## src/common/phy_mgmt_pkg.sv

```systemverilog
// constants, field layouts and frame states for the management register slice
package phy_mgmt_pkg;

  localparam int unsigned ADDR_W = 5;
  localparam int unsigned DATA_W = 16;
  localparam int unsigned MSG_W = 11;
  localparam int unsigned EN_W = 8;
  localparam int unsigned FLAG_W = 5;
  localparam int unsigned CNT_W = 6;
  localparam int unsigned HDR_BITS = 13;

  // register addresses
  localparam logic [4:0] LOCAL_NP_ADDR = 5'h07;
  localparam logic [4:0] PARTNER_NP_ADDR = 5'h08;
  localparam logic [4:0] RX_ERR_CNT_ADDR = 5'h15;
  localparam logic [4:0] INT_CTRL_ADDR = 5'h1b;
  localparam logic [4:0] PHY_CTRL_ADDR = 5'h1f;

  // field positions
  localparam int unsigned INT_POL_BIT = 9;
  localparam int unsigned EN_FLAG_MSB = 7;
  localparam int unsigned EN_FLAG_LSB = 3;
  localparam int unsigned NP_NEXT_BIT = 15;
  localparam int unsigned NP_MSG_PAGE_BIT = 13;
  localparam int unsigned NP_ACK2_BIT = 12;
  localparam int unsigned HDR_OP_MSB = 11;
  localparam int unsigned HDR_OP_LSB = 10;
  localparam int unsigned HDR_PHY_MSB = 9;
  localparam int unsigned HDR_PHY_LSB = 5;
  localparam int unsigned HDR_REG_MSB = 4;

  // reset values
  localparam logic NP_NEXT_RESET = 1'b0;
  localparam logic NP_MSG_PAGE_RESET = 1'b1;
  localparam logic NP_ACK2_RESET = 1'b0;
  localparam logic NP_TOGGLE_RESET = 1'b0;
  localparam logic [10:0] NP_MSG_RESET = 11'h001;
  localparam logic [15:0] WORD_RESET = 16'h0000;
  localparam logic [15:0] LOCAL_NP_WORD_RESET = 16'h2001;
  localparam logic [7:0] INT_EN_RESET = 8'h00;
  localparam logic [4:0] INT_FLAG_RESET = 5'h00;
  localparam logic INT_POL_RESET = 1'b0;
  localparam logic [2:0] UNUSED_FLAGS = 3'h0;
  localparam logic [15:0] CNT_ONE = 16'h0001;
  localparam logic [15:0] CNT_MAX = 16'hffff;

  // serial frame
  localparam logic [4:0] DEFAULT_PHY_ADDR = 5'h01;
  localparam logic [5:0] PRE_LEN = 6'h20;
  localparam logic [5:0] HDR_LAST = 6'h0c;
  localparam logic [5:0] DATA_LAST = 6'h0f;
  localparam logic [5:0] BIT_ONE = 6'h01;
  localparam logic [5:0] BIT_ZERO = 6'h00;
  localparam logic [1:0] OP_READ = 2'h2;
  localparam logic [1:0] OP_WRITE = 2'h1;
  localparam int unsigned HDR_ST_BIT = 12;

  typedef enum logic [3:0] {
    ST_PRE = 4'b0001,
    ST_HDR = 4'b0010,
    ST_TA = 4'b0100,
    ST_DATA = 4'b1000
  } frame_state_type;

endpackage : phy_mgmt_pkg

```

## src/common/mgmt_access_if.sv

```systemverilog
// register access strobes between the serial slave and the register bank
`timescale 1ns/100ps
interface mgmt_access_if;
  import phy_mgmt_pkg::*;
  logic rd;
  logic wr;
  logic [ADDR_W-1:0] addr;
  logic [DATA_W-1:0] wdata;
  logic [DATA_W-1:0] rdata;
  modport serial (output rd, output wr, output addr, output wdata,
                  input rdata);
  modport bank (input rd, input wr, input addr, input wdata,
                output rdata);
endinterface : mgmt_access_if

```

## src/verilog/mdio_serial_slave.sv

```systemverilog
// serial management frame slave: turns frames into register strobes
`timescale 1ns/100ps
module mdio_serial_slave #(
  parameter logic [4:0] PHY_ADDRESS = phy_mgmt_pkg::DEFAULT_PHY_ADDR
) (
  input wire logic core_clk_i,
  input wire logic rst_b_i,
  input wire logic mdc_i,
  input wire logic mdio_i,
  output logic mdio_o,
  output logic mdio_oe_o,
  mgmt_access_if.serial acc
);
  import phy_mgmt_pkg::*;

  logic mdc_meta, mdc_sync, mdc_last;
  logic mdio_meta, mdio_sync;
  frame_state_type state;
  logic [CNT_W-1:0] bit_cnt;
  logic [HDR_BITS-1:0] hdr;
  logic [DATA_W-1:0] dsr;
  logic is_read;

  //////////////////////////////////////////////////////////////////////////
  // decode of the header as it completes
  wire mdc_rise = mdc_sync & ~mdc_last;
  wire [HDR_BITS-1:0] next_hdr = {hdr[HDR_BITS-2:0], mdio_sync};
  wire [1:0] hdr_op = next_hdr[HDR_OP_MSB:HDR_OP_LSB];
  wire [4:0] hdr_phy = next_hdr[HDR_PHY_MSB:HDR_PHY_LSB];
  wire [4:0] hdr_reg = next_hdr[HDR_REG_MSB:0];
  wire hdr_ok = next_hdr[HDR_ST_BIT] && (hdr_phy == PHY_ADDRESS) &&
                ((hdr_op == OP_READ) || (hdr_op == OP_WRITE));
  wire [DATA_W-1:0] shifted = {dsr[DATA_W-2:0], mdio_sync};

  //////////////////////////////////////////////////////////////////////////
  // pins come from the master's clock, so two flops before any use
  always_ff @(posedge core_clk_i or negedge rst_b_i) begin
    if (!rst_b_i) begin
      mdc_meta <= 1'b0;
      mdc_sync <= 1'b0;
      mdc_last <= 1'b0;
      mdio_meta <= 1'b1;
      mdio_sync <= 1'b1;
    end else begin
      mdc_meta <= mdc_i;
      mdc_sync <= mdc_meta;
      mdc_last <= mdc_sync;
      mdio_meta <= mdio_i;
      mdio_sync <= mdio_meta;
    end
  end

  //////////////////////////////////////////////////////////////////////////
  // every frame needs a full preamble; suppressed preambles are not taken
  always_ff @(posedge core_clk_i or negedge rst_b_i) begin
    if (!rst_b_i) begin
      state <= ST_PRE;
      bit_cnt <= BIT_ZERO;
      hdr <= '0;
      dsr <= WORD_RESET;
      is_read <= 1'b0;
      mdio_o <= 1'b0;
      mdio_oe_o <= 1'b0;
      acc.rd <= 1'b0;
      acc.wr <= 1'b0;
      acc.addr <= '0;
      acc.wdata <= WORD_RESET;
    end else begin
      acc.rd <= 1'b0;
      acc.wr <= 1'b0;
      // snapshot taken while the bank applies its read side effects
      if (acc.rd) begin
        dsr <= acc.rdata;
      end
      if (mdc_rise) begin
        unique case (state)
          ST_PRE: begin
            if (mdio_sync) begin
              if (bit_cnt != PRE_LEN) begin
                bit_cnt <= bit_cnt + BIT_ONE;
              end
            end else if (bit_cnt == PRE_LEN) begin
              state <= ST_HDR;
              bit_cnt <= BIT_ZERO;
            end else begin
              bit_cnt <= BIT_ZERO;
            end
          end
          ST_HDR: begin
            hdr <= next_hdr;
            if (bit_cnt == HDR_LAST) begin
              bit_cnt <= BIT_ZERO;
              state <= hdr_ok ? ST_TA : ST_PRE;
              is_read <= (hdr_op == OP_READ);
              acc.addr <= hdr_reg;
            end else begin
              bit_cnt <= bit_cnt + BIT_ONE;
            end
          end
          ST_TA: begin
            if (bit_cnt == BIT_ZERO) begin
              bit_cnt <= BIT_ONE;
              if (is_read) begin
                acc.rd <= 1'b1;
                mdio_oe_o <= 1'b1;
                mdio_o <= 1'b0;
              end
            end else begin
              state <= ST_DATA;
              bit_cnt <= BIT_ZERO;
              if (is_read) begin
                mdio_o <= dsr[DATA_W-1];
                dsr <= {dsr[DATA_W-2:0], 1'b0};
              end
            end
          end
          ST_DATA: begin
            if (is_read) begin
              mdio_o <= dsr[DATA_W-1];
              dsr <= {dsr[DATA_W-2:0], 1'b0};
            end else begin
              dsr <= shifted;
            end
            if (bit_cnt == DATA_LAST) begin
              state <= ST_PRE;
              bit_cnt <= BIT_ZERO;
              mdio_oe_o <= 1'b0;
              mdio_o <= 1'b0;
              if (!is_read) begin
                acc.wr <= 1'b1;
                acc.wdata <= shifted;
              end
            end else begin
              bit_cnt <= bit_cnt + BIT_ONE;
            end
          end
          default: begin
            state <= ST_PRE;
            bit_cnt <= BIT_ZERO;
          end
        endcase
      end
    end
  end

endmodule : mdio_serial_slave

```

## src/verilog/phy_nextpage_interrupt_regs.sv

```systemverilog
// next-page words, receive error counter and interrupt control/status
`timescale 1ns/100ps

// Notes on behaviour
// - local next-page compliance bit is writable, resets to 0
// - local toggle bit read-only, shows last transmitted toggle, resets 0
// - local 11-bit message field writable, resets to 001
// - partner next-page bit read-only: more pages follow or last page
// - partner acknowledge bit read-only, resets to 0
// - partner able-to-act bit read-only
// - partner toggle bit exposed read-only as received
// - read-only 16-bit receive error counter, resets to zero
// - jabber interrupt enable, writable, resets 0
// - receive error interrupt enable, writable, resets 0
// - page received interrupt enable, writable, resets 0
// - parallel detect fault interrupt enable, writable, resets 0
// - partner acknowledge interrupt enable, writable, resets 0
// - link down interrupt enable, writable, resets 0
// - remote fault interrupt enable, writable, resets 0
// - link up interrupt enable, writable, resets 0
// - jabber flag set on event, cleared by reading, resets 0
// - receive error flag set on event, cleared by reading, resets 0
// - page received flag set on event, cleared by reading, resets 0
// - parallel detect fault flag set on event, cleared by read
// - partner acknowledge flag set on event, cleared by read
// - interrupt pin active high when polarity bit is 1, else active low
module phy_nextpage_interrupt_regs #(
  parameter logic [4:0] PHY_ADDRESS = phy_mgmt_pkg::DEFAULT_PHY_ADDR
) (
  input wire logic core_clk_i,
  input wire logic rst_b_i,
  input wire logic mdc_i,
  input wire logic mdio_i,
  output logic mdio_o,
  output logic mdio_oe_o,
  input wire logic tx_toggle_i,
  input wire logic partner_page_valid_i,
  input wire logic [phy_mgmt_pkg::DATA_W-1:0] partner_page_i,
  input wire logic jabber_evt_i,
  input wire logic rx_error_i,
  input wire logic page_rx_evt_i,
  input wire logic pd_fault_evt_i,
  input wire logic lp_ack_evt_i,
  output logic [phy_mgmt_pkg::DATA_W-1:0] local_np_o,
  output logic intr_o
);
  import phy_mgmt_pkg::*;

  function automatic logic addr_hit(input logic [ADDR_W-1:0] addr,
                                    input logic [ADDR_W-1:0] target);
    addr_hit = (addr == target);
  endfunction : addr_hit

  //////////////////////////////////////////////////////////////////////////
  // serial slave
  mgmt_access_if acc();

  mdio_serial_slave #(
    .PHY_ADDRESS(PHY_ADDRESS)
  ) u_serial (
    .core_clk_i(core_clk_i),
    .rst_b_i(rst_b_i),
    .mdc_i(mdc_i),
    .mdio_i(mdio_i),
    .mdio_o(mdio_o),
    .mdio_oe_o(mdio_oe_o),
    .acc(acc)
  );

  //////////////////////////////////////////////////////////////////////////
  // register state
  logic np_next;
  logic np_msg_page;
  logic np_ack2;
  logic np_toggle;
  logic [MSG_W-1:0] np_msg;
  logic [DATA_W-1:0] partner_word;
  logic [DATA_W-1:0] rx_err_count;
  logic [EN_W-1:0] int_enable;
  logic [FLAG_W-1:0] int_flags;
  logic int_polarity;

  //////////////////////////////////////////////////////////////////////////
  // decode
  wire wr_local = acc.wr & addr_hit(acc.addr, LOCAL_NP_ADDR);
  wire wr_int = acc.wr & addr_hit(acc.addr, INT_CTRL_ADDR);
  wire wr_ctrl = acc.wr & addr_hit(acc.addr, PHY_CTRL_ADDR);
  // a read pulse clears the flags; snapshot lands in the same cycle
  wire clr_flags = acc.rd & addr_hit(acc.addr, INT_CTRL_ADDR);

  // flag order: jabber, rx error, page received, pd fault, partner ack
  wire [FLAG_W-1:0] event_vec = {jabber_evt_i, rx_error_i, page_rx_evt_i,
                                 pd_fault_evt_i, lp_ack_evt_i};
  // an event in the clearing cycle is kept: set beats clear
  wire [FLAG_W-1:0] next_int_flags =
    (int_flags & ~{FLAG_W{clr_flags}}) | event_vec;

  wire int_active =
    |(int_flags & int_enable[EN_FLAG_MSB:EN_FLAG_LSB]);
  wire next_intr = int_polarity ? int_active : ~int_active;

  // counter sticks at all ones rather than wrapping to a small value
  wire count_step = rx_error_i && (rx_err_count != CNT_MAX);
  wire [DATA_W-1:0] next_rx_err_count =
    count_step ? rx_err_count + CNT_ONE : rx_err_count;

  wire [DATA_W-1:0] local_word = {np_next, 1'b0, np_msg_page, np_ack2,
                                  np_toggle, np_msg};
  wire [DATA_W-1:0] int_word = {int_enable, int_flags, UNUSED_FLAGS};
  wire [DATA_W-1:0] ctrl_word =
    DATA_W'({int_polarity}) << INT_POL_BIT;

  // unmapped addresses read as zero
  assign acc.rdata =
    addr_hit(acc.addr, LOCAL_NP_ADDR) ? local_word :
    addr_hit(acc.addr, PARTNER_NP_ADDR) ? partner_word :
    addr_hit(acc.addr, RX_ERR_CNT_ADDR) ? rx_err_count :
    addr_hit(acc.addr, INT_CTRL_ADDR) ? int_word :
    addr_hit(acc.addr, PHY_CTRL_ADDR) ? ctrl_word : WORD_RESET;

  //////////////////////////////////////////////////////////////////////////
  // local next-page word
  always_ff @(posedge core_clk_i or negedge rst_b_i) begin
    if (!rst_b_i) begin
      np_next <= NP_NEXT_RESET;
      np_msg_page <= NP_MSG_PAGE_RESET;
      np_ack2 <= NP_ACK2_RESET;
      np_msg <= NP_MSG_RESET;
    end else if (wr_local) begin
      np_next <= acc.wdata[NP_NEXT_BIT];
      np_msg_page <= acc.wdata[NP_MSG_PAGE_BIT];
      np_ack2 <= acc.wdata[NP_ACK2_BIT];
      np_msg <= acc.wdata[MSG_W-1:0];
    end
  end

  // toggle follows the transmitter; writes never reach it
  always_ff @(posedge core_clk_i or negedge rst_b_i) begin
    if (!rst_b_i) begin
      np_toggle <= NP_TOGGLE_RESET;
    end else begin
      np_toggle <= tx_toggle_i;
    end
  end

  //////////////////////////////////////////////////////////////////////////
  // partner next-page word, held until the next page arrives
  always_ff @(posedge core_clk_i or negedge rst_b_i) begin
    if (!rst_b_i) begin
      partner_word <= WORD_RESET;
    end else if (partner_page_valid_i) begin
      partner_word <= partner_page_i;
    end
  end

  //////////////////////////////////////////////////////////////////////////
  // receive error counter
  always_ff @(posedge core_clk_i or negedge rst_b_i) begin
    if (!rst_b_i) begin
      rx_err_count <= WORD_RESET;
    end else begin
      rx_err_count <= next_rx_err_count;
    end
  end

  //////////////////////////////////////////////////////////////////////////
  // interrupt control and status
  always_ff @(posedge core_clk_i or negedge rst_b_i) begin
    if (!rst_b_i) begin
      int_enable <= INT_EN_RESET;
    end else if (wr_int) begin
      int_enable <= acc.wdata[DATA_W-1:EN_W];
    end
  end

  always_ff @(posedge core_clk_i or negedge rst_b_i) begin
    if (!rst_b_i) begin
      int_flags <= INT_FLAG_RESET;
    end else begin
      int_flags <= next_int_flags;
    end
  end

  always_ff @(posedge core_clk_i or negedge rst_b_i) begin
    if (!rst_b_i) begin
      int_polarity <= INT_POL_RESET;
    end else if (wr_ctrl) begin
      int_polarity <= acc.wdata[INT_POL_BIT];
    end
  end

  //////////////////////////////////////////////////////////////////////////
  // registered outputs; the pin idles inactive, high for the default level
  always_ff @(posedge core_clk_i or negedge rst_b_i) begin
    if (!rst_b_i) begin
      intr_o <= 1'b1;
      local_np_o <= LOCAL_NP_WORD_RESET;
    end else begin
      intr_o <= next_intr;
      local_np_o <= local_word;
    end
  end

endmodule : phy_nextpage_interrupt_regs

```

## config.mk

```make
export PLATFORM = sky130hd
export DESIGN_NAME = phy_nextpage_interrupt_regs
export DESIGN_NICKNAME = d
export VERILOG_FILES = /design/src/common/phy_mgmt_pkg.sv /design/src/common/mgmt_access_if.sv /design/src/verilog/mdio_serial_slave.sv /design/src/verilog/phy_nextpage_interrupt_regs.sv
export SDC_FILE = /design/constraint.sdc
export NUM_CORES = 1
export LEC_CHECK = 0
export ABC_CLOCK_PERIOD_IN_PS = 1920
export BUFFER_PORTS_ARGS = -buffer_cell sky130_fd_sc_hd__buf_2
export CAP_MARGIN = 15
export CORE_ASPECT_RATIO = 0.6
export CORE_MARGIN = 5
export CORE_UTILIZATION = 37
export DETAILED_ROUTE_END_ITERATION = 8
export PLACE_DENSITY_LB_ADDON = 0.2
export SLEW_MARGIN = 20
export SYNTH_ARGS = -nofsm -noshare
export SYNTH_HDL_FRONTEND = slang
export SYNTH_HIERARCHICAL = 1
export SYNTH_SLANG_ARGS = --single-unit
```

## constraint.sdc

```tcl
create_clock -name core_clk_i -period 1.92 [get_ports core_clk_i]
set_input_delay 0.096 -clock core_clk_i [delete_from_list [all_inputs] [get_ports core_clk_i]]
set_output_delay 0.096 -clock core_clk_i [all_outputs]
set_load 0.05 [all_outputs]
```

Word level (Yosys, flattened, before mapping)
Index checks and enable logic that the tools add are counted.
- $add $sub $neg: 2
- $mul: 0
- div/mod/pow operators: 0
- $lt $le $gt $ge: 0
- equal/unequal tests: 26
- shifts and indexed selects: 0
- multiplexer cells: 42
- bitwise operators: 12
- reduce and logical (&&, ||, !) cells: 14
- operators by type and width (cell ; count):
    $mux W16 ; 8
    $pmux W16 S2 ; 1
    $mux W6 ; 4
    $pmux W6 S4 ; 1
    $mux W4 ; 5
    $mux W1 ; 18
    $add A16 B1 Y16 const B ; 1
    $ne A16 B16 Y1 const B ; 1
    $pmux W4 S4 ; 1
    $eq A5 B5 Y1 const B ; 3
    $eq A6 B4 Y1 const B ; 2
    $and A5 B5 Y5 ; 2
    $mux W10 ; 1
    $ne A2 B1 Y1 const B ; 5
    $add A6 B1 Y6 const B ; 1
    $eq A6 B6 Y1 const B ; 1
    $logic_not A6 Y1 ; 1
    $ne A6 B6 Y1 const B ; 1
    $reduce_and A3 Y1 ; 2
    $reduce_and A6 Y1 ; 1
    $and A1 B1 Y1 ; 5
    $eq A5 B1 Y1 const B ; 1
    $eq A5 B3 Y1 const B ; 1
    $eq A5 B4 Y1 const B ; 1
    other kinds (21) ; 28
- register bits after elaboration: 146
- latch bits: 0
- memory bits (writable): 0
- ROM bits: 0
- input port bits: 27
- output and inout bits: 19
- logic and storage cells: 124
- memories kept: 0

Logic depth before layout (Yosys ltp)
Gate-level depths: netlist of the first run.
- depth after elaboration: 11
- gate-level depth with buffers: 9
- depth with buffers taken out: 7

Modules after synthesis
Netlist of the first run, hierarchy kept.
- by module, submodules not included (module ; times used ; cells each ; area each (µm²) ; sequential area each (µm²)):
    phy_nextpage_interrupt_regs ; 1 ; 269 ; 3397.0 ; 1933.1
    mdio_serial_slave ; 1 ; 248 ; 3118.0 ; 1730.4

Worst setup path after synthesis of the first run
OpenSTA, ideal clock, no wires.
- path kind: register -> register
- from: reg u_serial.state[0]
- to: reg u_serial.state[1]
- setup time: 125 ps
- arrival: 1848 ps
- required time: 1795 ps
- slack: -52 ps
- stages on the path, launching flop included: 8
- path buffers: 2
- clock period less this slack: 1972 ps
- cell sequence: dfstp_2 buf_2 nor4b_2 nand2_1 and3_1 buf_6 nand4_4 mux2_2
- longest elaborated chain between the ends: 3
- elaborated cells between the ends (all ways): 11
- classes of those cells: eq/ne (9); mux (1); reduce/logical (1)
- ends and longest elaborated chain (element ; line ; RTL):
    start: declaration ; mdio_serial_slave.sv:18 ; frame_state_type state;
    start signal: assignment ; mdio_serial_slave.sv:93 ; state <= hdr_ok ? ST_TA : ST_PRE;
    $eq A4 B4 Y1 (tied with other cells) ; mdio_serial_slave.sv:76 ; unique case (state)
    $ne A2 B1 Y1 (no line) / $ne A2 B2 Y1 (equally long branches) ; -- ;
    $reduce_and A6 Y1 (no line) ; -- ;
Several ways; a longest one is shown, not always the timed one.
A chain may end at the register's enable or synchronous reset.

Worst setup path after layout of the first run
- from: reg u_serial.state[3]
- to: reg u_serial.dsr[9]
- longest elaborated chain between the ends: 3
- elaborated cells between the ends (all ways): 4
- classes of those cells: eq/ne (2); mux (2)
- ends and longest elaborated chain (element ; line ; RTL):
    $eq A4 B4 Y1 / $eq A4 B3 Y1 (equally long branches) ; mdio_serial_slave.sv:76 ;
    $pmux W16 S2 (*) ; mdio_serial_slave.sv:76 ;
    $mux W16 (*) ; mdio_serial_slave.sv:75 ; if (mdc_rise) begin
    end signal: assignment ; mdio_serial_slave.sv:73 ; dsr <= acc.rdata;
    end signal: assignment ; mdio_serial_slave.sv:113 ; dsr <= {dsr[DATA_W-2:0], 1'b0};
    end signal: assignment ; mdio_serial_slave.sv:120 ; dsr <= {dsr[DATA_W-2:0], 1'b0};
    end: declaration ; mdio_serial_slave.sv:21 ; logic [DATA_W-1:0] dsr;
Every way passes the cells marked *; elsewhere a longest branch is shown, timed or not.

==> qor.csv, run 1 <==
metric;value;unit
worst path bufs/invs;2;
headroom to the max-slew limit;0.620;
Via density;5.27;
CP required;2.24;ns
Seq pwr share;0.421;
Synth Warn #;6;
CP Max Fanout;8;
final worst slack;0.0185;ns
compound-cell area share of the yosys netlist;0.0937;
Vias;4760;
TritonCTS clock tree;built;
Lkg Pwr;3.97;nW
first-pass GRT wire length;26.3;mm
cells after synthesis;517;
Startpoint Class;flip-flop;
clk slew on worst S/H paths;0.07;ns
crit path DAT;2.22;ns
kind of critical path;reg -> reg;
Ports;46;
simple-gate share of the synthesized area;0.135;
flip-flop and latch area;0.00367;mm2
CP top delay family;simple AND/OR/NAND/NOR gates;
Max-Cap Viols;0;
Clk Latency, worst-skew pair;0.43;ns
cell count after placement;826;
number of global-route vias before repair;4635;
largest family of logic cells by synthesized area;multiplexers;
site row count;37;
Comb pwr share;0.155;
PortBufs;44;
Setup Skew;0.0174;ns
Post-synth EDFFs;0;
# nets final;688;
drt first pass iters;5;
Post-Syn Nets;548;
CP peak stage delay;0.58;ns
Initial Utilization;0.378;
multi-input logic area;0.00284;mm2
Placer Congestion;0.827;
ordered list of cells on the worst path;or4b_4 -> a211oi_2 -> o21ai_2 -> buf_6 -> clkbuf_16 -> nor2_1 -> a21oi_1;
Synth Area in Adders;0.00768;
# clock sinks;146;
largest net degree at the start of global routing;52;
status;complete, no violations;
mapped cell area;0.00651;mm2
CORE AREA;0.0172;mm2
Slew Viols, Final;0;
non-filler cells, final;904;
Worst-Margin Slew;0.567;ns
Worst Setup End Kind;flip-flop;
Seq/Total Area, Yosys;0.562;
die area;0.0204;mm2
min cycle time layout;1.90;ns
fillers;1489;
Clk pwr share;0.424;
portion of netlist area occupied by mux cells;0.162;
maximum VDD drop;0.525;mV
xor/xnor cell area share of the yosys netlist;0.0148;
die width;181;um
clock buffer depth;2;
Power Total;8.38;mW
1st-iter DRT viols;435;
final hold slack;0.170;ns
Num CTS Buffers;17;
Net Sw Power;2.41;mW
fmax;0.526;GHz
antenna-violating nets left;0;
Final HPWL DP;11.5;mm
# DRC;0;
Power Density;972;mW/mm2
Yosys reg bits;146;
Avg WL per Cell;19.1;um
HP Class;in -> async;
worst slack at placement;-0.293;ns
Placed Area;0.00735;mm2
fraction of layout cells with a size suffix above 1;0.406;
period utilization;0.990;
slowest CP cell;or4b_4;
switching share of power;0.287;
ANT cells;0;
initial antenna violation count;0;
design area;0.00862;mm2
root buf cell;clkbuf_16;
unrepaired setup endpoints after global routing;yes;
die height;113;um
area delta synth->final;32.3;%
final hold violation count;0;
GRT overflow;0;
H-tree levels;4;
# setup viols final;0;
syn avg cell area;12.6;um2
Int Pwr;5.97;mW
post-synthesis async set-or-reset flop share;1.00;
Total GRT Usage;0.165;
library cells used by synthesis;60;
Primary FF master, synth;dfrtp_1;
final WL;17.2;mm
## power by group through the flow
stage / Sequential [mW] / Clock, mW / Combinational, mW
final: 3.53 / 3.55 / 1.30
after global routing: 3.55 / 3.76 / 1.41
after CTS: 3.53 / 3.61 / 1.10
after detailed placement: 3.58 / 0 / 0.997
after global placement: 3.57 / 0 / 0.961
after floorplan: 3.48 / 0 / 0.614
## cells by family after synthesis
family,Yosys count
AO/OA/AOI/OAI,93
XOR/XNOR,11
adder cells (fa/ha/maj),4
buffers and inverters,29
flip-flops,146
multiplexers,92
other,1
AND/OR/NAND/NOR,141
## path summary, 6_finish.rpt
path	start	endpoint	slack, ns	depth (start not counted)
worst max-delay path	u_serial/state[3]	u_serial/dsr[9]	0.02	7
worst min-delay path	rst_b_i	u_serial/mdc_meta	0.17	2
worst max register to register	u_serial/state[3]	u_serial/dsr[9]	0.02	7
worst min register to register	u_serial/mdc_meta	u_serial/mdc_sync	0.35	0
max in group asynchronous	rst_b_i	local_np_o[0]	1.02	3
min in group core_clk_i	partner_page_valid_i	partner_word[7]	0.20	2
## cell usage after synthesis, drive strengths merged, types with 10 or more instances
library cell  instances  area, um2
nand3                12       70.1
mux2                 77        905
dfrtp               138       3450
a221oi               12        105
nor2                 37        154
a21o                 10       75.1
xnor2                11       96.3
nand4                10       77.6
mux2i                15        150
a21oi                22        110
buf                  15        104
nand2                40        158
o21ai                25        125
## cell usage in the layout, fill, tap and decap left out, types with 9 or more instances in the layout
cell,count
nand4_1,9
mux2_4,15
mux2i_1,15
a21o_1,10
a21oi_1,22
buf_2,43
dfrtp_1,132
buf_4,59
o21ai_0,14
o21ai_1,10
dlygate4sd3_1,25
mux2_2,52
nor2_1,28
mux2_1,10
nand2_1,36
a221oi_1,12
buf_6,9
clkbuf_16,20
xnor2_1,11
## stage by stage
| step | util | TNS (ns) |
|---|---|---|
| after floorplan | - | 0 |
| after global placement | 0.427 | -3.24 |
| after detailed placement | 0.427 | -3.58 |
| after CTS | 0.483 | -0.00591 |
| after global routing | 0.501 | -0.395 |
| final | 0.501 | 0 |
## timing repair
action / 4_1_cts / 5_1_grt
cloned: 0 / 3
hold buffers: 25 / 0
setup endpoints to repair: 31 / 50
resized for setup: 13 / 35
pin swaps: 3 / 10
endpoints found under the hold margin: 70 / 0
setup buffers: 4 / 15
## final cells by class
cell class	instances	share of cell area
clock buffer	17	0.0493
clock inverter	15	0.0241
inverter	7	0.00305
multi-input combinational	342	0.329
sequential	146	0.426
tap	234	0.0340
timing repair buffer	143	0.134
## layer usage
| layer | GRT usage | wire length [um] |
|---|---|---|
| met1 | 0.257 | 8800 |
| met5 | 0 | 0 |
| met3 | 0.0649 | 1360 |
| met4 | 0.0350 | 104 |
| met2 | 0.211 | 6960 |
Note: power is estimated with default switching activity, not from simulation.
==> run 2, diff against run 1 <==
Settings changed: RECOVER_POWER set to 50.
==> run 2 against run 1 <==
Net effect: core utilization is 0.065 points lower; hold slack better by 0.027 ns; cell count is the same; via count barely moved; register-to-register slack is essentially flat; clock-buffer cell count did not move; critical path type unchanged; flip-flop and latch count unchanged; fmax increased by 0.16%; die area unchanged; clock skew about the same; global-route usage unchanged; largest power group unchanged.
==> qor.csv, run 2 (same netlist as run 1, synthesis figures left out) <==
metric;value;unit;change
status;complete, no violations;;
switching share of power;0.287;;about the same
unrepaired setup endpoints after global routing;yes;;
slowest CP cell;or4b_4;;
Power Density;973;mW/mm2;about the same
Min-Delay Endpoint;partner_word[7];;
H-tree levels;4;;unchanged
final WL;17.2;mm;about the same
Initial Utilization;0.378;;unchanged
most common cell after layout, fill and taps aside;dfrtp_1;;
Seq pwr share;0.422;;about the same
period utilization;0.989;;-0.00153
Ports;46;;unchanged
reg-to-reg startpoint;u_serial/state[3];;
Startpoint Class;flip-flop;;
headroom to the max-slew limit;0.144;;-0.476
drt first pass iters;5;;unchanged
Comb pwr share;0.155;;about the same
initial antenna violation count;0;;unchanged
site row count;37;;unchanged
Setup Skew;0.0170;ns;-0.000403 ns
fmax;0.527;GHz;+0.16%
# nets final;688;;unchanged
worst path bufs/invs;2;;unchanged
CP peak stage delay;0.58;ns;about the same
largest net degree at the start of global routing;52;;unchanged
Reg2Reg Capture Point;u_serial/dsr[8];;
number of global-route vias before repair;4635;;unchanged
kind of critical path;reg -> reg;;
commonest cells after routing, fill and taps aside;dfrtp_1 (132), buf_4 (57), mux2_2 (52);;
die height;113;um;unchanged
first-pass GRT wire length;26.3;mm;unchanged
Placed Area;0.00735;mm2;unchanged
clk slew on worst S/H paths;0.07;ns;about the same
CP top delay family;simple AND/OR/NAND/NOR gates;;
CP required;2.24;ns;about the same
# DRC;0;;unchanged
metal2 WL;6.98;mm;+0.26%
# setup viols final;0;;unchanged
Vias;4763;;+0.063%
R2R setup slack;0.02;ns;about the same
met1 wire length;8.77;mm;-0.28%
Via density;5.27;;about the same
Total GRT Usage;0.165;;unchanged
# clock sinks;146;;unchanged
Clk Latency, worst-skew pair;0.43;ns;about the same
ordered list of cells on the worst path;or4b_4 -> a211oi_2 -> o21ai_2 -> buf_6 -> clkbuf_16 -> nor2_1 -> a21oi_1;;
Avg WL per Cell;19.1;um;about the same
CP Max Fanout;15;;+7
maximum VDD drop;0.524;mV;-0.14%
clock buffer depth;2;;unchanged
crit path DAT;2.22;ns;about the same
Slew Viols, Final;0;;unchanged
TritonCTS clock tree;built;;
HP Class;in -> reg;;
fraction of layout cells with a size suffix above 1;0.403;;-0.00299
Clk pwr share;0.424;;about the same
die width;181;um;unchanged
Num CTS Buffers;17;;unchanged
fillers;1493;;+0.27%
Int Pwr;5.97;mW;about the same
Placer Congestion;0.827;;unchanged
final hold violation count;0;;unchanged
Lkg Pwr;3.97;nW;about the same
Top Layer Used;met4;;
Net Sw Power;2.41;mW;about the same
die area;0.0204;mm2;unchanged
PortBufs;44;;unchanged
Worst-Margin Slew;1.28;ns;+0.716 ns
hold path depth;2;;
Final HPWL DP;11.5;mm;unchanged
antenna-violating nets left;0;;unchanged
ANT cells;0;;unchanged
DR WL met3;1.38;mm;+1.2%
design area;0.00861;mm2;-0.13%
Max-Cap Viols;0;;unchanged
min cycle time layout;1.90;ns;-0.00295 ns
R2R depth;7;;unchanged
final hold slack;0.197;ns;+0.0269 ns
Worst Setup End Kind;flip-flop;;
1st-iter DRT viols;435;;unchanged
CORE AREA;0.0172;mm2;unchanged
hold_sp;partner_page_valid_i;;
root buf cell;clkbuf_16;;
GRT overflow;0;;unchanged
area delta synth->final;32.1;%;
-- run 2: cell count changes in the layout (fill, tap and decap cells not counted) --
cell      change
buf_2         +1
buf_6         -1
clkbuf_2      +2
dfstp_2       -2
buf_4         -2
dfstp_1       +2
-- run 2: how the worst max path moves through the flow --
stage,from,endpoint,slack (ns),depth (start not counted)
floorplan,u_serial/state[0],u_serial/state[1],0.02,7
global placement,u_serial/acc.addr[1],u_serial/dsr[4],-0.28,7
detailed placement,u_serial/acc.addr[1],u_serial/dsr[4],-0.29,7
CTS,u_serial/state[3],u_serial/bit_cnt[3],-0.006,7
global route,u_serial/bit_cnt[0],u_serial/state[3],-0.04,7
finish,u_serial/state[3],u_serial/dsr[8],0.02,7
-- run 2: repair_timing --
item                                    in CTS  in global routing
gates cloned                                 0                  3
endpoints found under the setup margin      31                 50
hold endpoints to repair                    70                  0
buffers inserted                             4                 15
hold buffers                                25                  0
pin swaps                                    3                 10
gates resized for setup                     13                 35
-- run 2: power by group through the flow --
stage	Sequential [mW]	Clock (mW)	Combinational, mW
floorplan	3.48	0	0.614
global placement	3.57	0	0.961
detailed placement	3.58	0	0.997
CTS	3.53	3.61	1.10
global route	3.55	3.76	1.41
finish	3.53	3.55	1.29
-- run 2: metal layers --
layer | vias up | GRT usage
met5 | - | 0
met1 | 2403 | 0.257
met2 | 173 | 0.211
met3 | 10 | 0.0649
li1 | 2177 | -
met4 | 0 | 0.0350
-- run 2: worst register-to-register path, stage by stage, from the launching register on --
cell	delay [ns]
dfrtp_2	0.45
or4b_4	0.58
a211oi_2	0.21
o21ai_2	0.09
buf_6	0.15
clkbuf_16	0.17
nor2_1	0.09
a21oi_1	0.05
-- run 2: cell type report --
cell class | instances | area (um2) | area share
sequential | 146 | 3670 | 0.426
timing repair buffer | 143 | 1150 | 0.133
inverter | 7 | 26.3 | 0.00305
clock inverter | 15 | 208 | 0.0241
clock buffer | 17 | 425 | 0.0494
tap | 234 | 293 | 0.0340
multi-input combinational | 342 | 2840 | 0.330
-- run 2: metrics by stage --
step | setup slack (ns) | TNS [ns] | power, mW | utilization | instances
CTS | -0.00591 | -0.00591 | 8.25 | 0.483 | 887
floorplan | 0.0209 | 0 | 4.09 | - | 517
detailed placement | -0.293 | -3.58 | 4.57 | 0.427 | 826
finish | 0.0215 | 0 | 8.38 | 0.500 | 904
global route | -0.0388 | -0.396 | 8.72 | 0.500 | 904
global placement | -0.276 | -3.24 | 4.53 | 0.427 | 826
==> run 3, diff against run 2 <==
Settings changed: SETUP_SLACK_MARGIN set to 0.05.
==> run 3 against run 2 <==
Net effect: via count rose by 0.19%; clock skew shrank 0.0031 ns; setup slack gained 0.022 ns; clock-buffer cell count stayed put; clock power decreased by 3%; total power down 2.0%; hold slack got worse by 0.016 ns; combinational power about the same; final area increased by 2.8%; highest routed layer unchanged.
==> qor.csv, run 3 (same netlist as run 1, synthesis figures left out) <==
metric;value;unit;change
status;complete, no violations;;
met1 wire length;8.84;mm;+0.80%
first-pass GRT wire length;26.7;mm;+1.4%
# DRC;0;;unchanged
# nets final;692;;+0.58%
Reg2Reg Capture Point;u_serial/acc.wdata[7];;
final worst slack;0.0439;ns;+0.0224 ns
most common cell after layout, fill and taps aside;dfrtp_1;;
die area;0.0204;mm2;unchanged
antenna-violating nets left;0;;unchanged
TritonCTS clock tree;built;;
R2R depth;7;;unchanged
Int Pwr;5.82;mW;-2.5%
clock buffer depth;2;;unchanged
maximum VDD drop;0.562;mV;+7.2%
switching share of power;0.292;;+0.00422
CORE AREA;0.0172;mm2;unchanged
Via density;5.26;;-0.25%
Worst Setup End Kind;flip-flop;;
initial antenna violation count;0;;unchanged
Total GRT Usage;0.167;;+0.00215
site row count;37;;unchanged
GRT overflow;0;;unchanged
Seq pwr share;0.428;;+0.006
die width;181;um;unchanged
Setup Skew;0.0138;ns;-0.00314 ns
Vias;4772;;+0.19%
headroom to the max-slew limit;0.426;;+0.282
H-tree levels;4;;unchanged
Net Sw Power;2.39;mW;-0.52%
Clk Latency, worst-skew pair;0.43;ns;about the same
HP Class;in -> async;;
Startpoint Class;flip-flop;;
cell count after placement;826;;unchanged
period utilization;0.977;;-0.0117
final hold violation count;0;;unchanged
Power Density;928;mW/mm2;-4.6%
Top Layer Used;met4;;
reg-to-reg startpoint;u_serial/state[1];;
1st-iter DRT viols;311;;-29%
root buf cell;clkbuf_16;;
R2R setup slack;0.04;ns;+0.02 ns
Num CTS Buffers;17;;unchanged
Comb pwr share;0.155;;about the same
number of global-route vias before repair;4707;;+1.6%
final WL;17.4;mm;+1.2%
min cycle time layout;1.88;ns;-0.0224 ns
commonest cells after routing, fill and taps aside;dfrtp_1 (134), buf_4 (57), mux2_2 (42), buf_2 (42), nand2_1 (36);;
Lkg Pwr;4.02;nW;+1.4%
# setup viols final;0;;unchanged
clk slew on worst S/H paths;0.07;ns;about the same
fmax;0.533;GHz;+1.2%
unrepaired setup endpoints after global routing;yes;;
crit path DAT;2.19;ns;-0.03 ns
CP Max Fanout;17;;+2
Placer Congestion;0.817;;-1.2%
Avg WL per Cell;19.2;um;+0.77%
Final HPWL DP;11.4;mm;-0.69%
Slew Viols, Final;0;;unchanged
non-filler cells, final;908;;+0.44%
PortBufs;44;;unchanged
Initial Utilization;0.378;;unchanged
# clock sinks;146;;unchanged
worst slack at placement;-0.309;ns;-0.0155 ns
drt first pass iters;5;;unchanged
metal2 WL;7.10;mm;+1.7%
fraction of layout cells with a size suffix above 1;0.457;;+0.0540
CP required;2.24;ns;about the same
Ports;46;;unchanged
DR WL met3;1.31;mm;-4.9%
largest net degree at the start of global routing;59;;+13%
kind of critical path;reg -> reg;;
area delta synth->final;35.9;%;
die height;113;um;unchanged
Worst-Margin Slew;0.861;ns;-0.422 ns
Clk pwr share;0.417;;-0.007
ANT cells;0;;unchanged
Max-Cap Viols;0;;unchanged
## run 3: changes by cell type in the layout (fill, tap and decap cells not counted), sizes merged
cell / previous run / this run
buf: 112 / 117
bufinv: 2 / 1
dlymetal6s2s: 1 / 0
clkinv: 3 / 2
clkinvlp: 1 / 2
inv: 16 / 17
## run 3: area by class of cell
type | instances | area [um2]
well taps | 234 | 293
repair buffers | 147 | 1200
fillers | 1477 | 8370
clock inverters | 15 | 185
flip-flops and latches | 146 | 3670
clock buffers | 17 | 425
multi-input cells | 342 | 3050
inverters | 7 | 26.3
## run 3: critical path: stages (launching register included)
cell     delay, ns
dfrtp_1       0.41
buf_6         0.15
nor4b_4       0.24
buf_4         0.18
nand3_4       0.08
nor2_4        0.13
buf_12        0.19
mux2_2        0.35
## run 3: per-layer routing
metal / vias up / track usage
met3: 17 / 0.0533
met2: 161 / 0.215
li1: 2177 / -
met5: - / 0
met1: 2417 / 0.263
met4: 0 / 0.0465
## run 3: how the worst max path moves through the flow
stage / startpoint / to / slack, ns
after floorplan: u_serial/state[1] / u_serial/state[1] / 0.06
after detailed placement: u_serial/acc.addr[1] / u_serial/dsr[6] / -0.31
after global routing: u_serial/bit_cnt[0] / u_serial/dsr[11] / -0.03
after CTS: u_serial/acc.addr[2] / u_serial/dsr[12] / 0.03
final: u_serial/state[1] / u_serial/acc.wdata[7] / 0.04
after global placement: u_serial/acc.addr[1] / u_serial/dsr[4] / -0.32
## run 3: what timing repair did
item / CTS / global route
endpoints found under the setup margin: 45 / 58
pin swaps: 6 / 22
hold buffers: 25 / 0
gates resized for setup: 34 / 80
cloned: 1 / 2
buffers inserted: 8 / 16
hold endpoints to repair: 74 / 0
## run 3: metrics by stage
stage	power, mW	TNS (ns)	instance area [um2]	util	hold slack (ns)
after global placement	4.54	-3.43	7360	0.428	0.109
after floorplan	4.10	0	6530	-	-0.200
final	8.21	0	8850	0.514	0.180
after CTS	8.13	0	8420	0.489	0.185
after detailed placement	4.58	-3.27	7360	0.428	0.118
after global routing	8.56	-0.330	8850	0.514	0.206
## run 3: power by group through the flow
| stage | Combinational (mW) | Sequential [mW] | Clock, mW |
|---|---|---|---|
| 2_1_floorplan | 0.620 | 3.48 | 0 |
| 3_3_place_gp | 1.00 | 3.54 | 0 |
| 3_5_place_dp | 1.03 | 3.55 | 0 |
| 4_1_cts | 1.15 | 3.50 | 3.49 |
| 5_1_grt | 1.40 | 3.53 | 3.63 |
| 6_report | 1.27 | 3.51 | 3.43 |
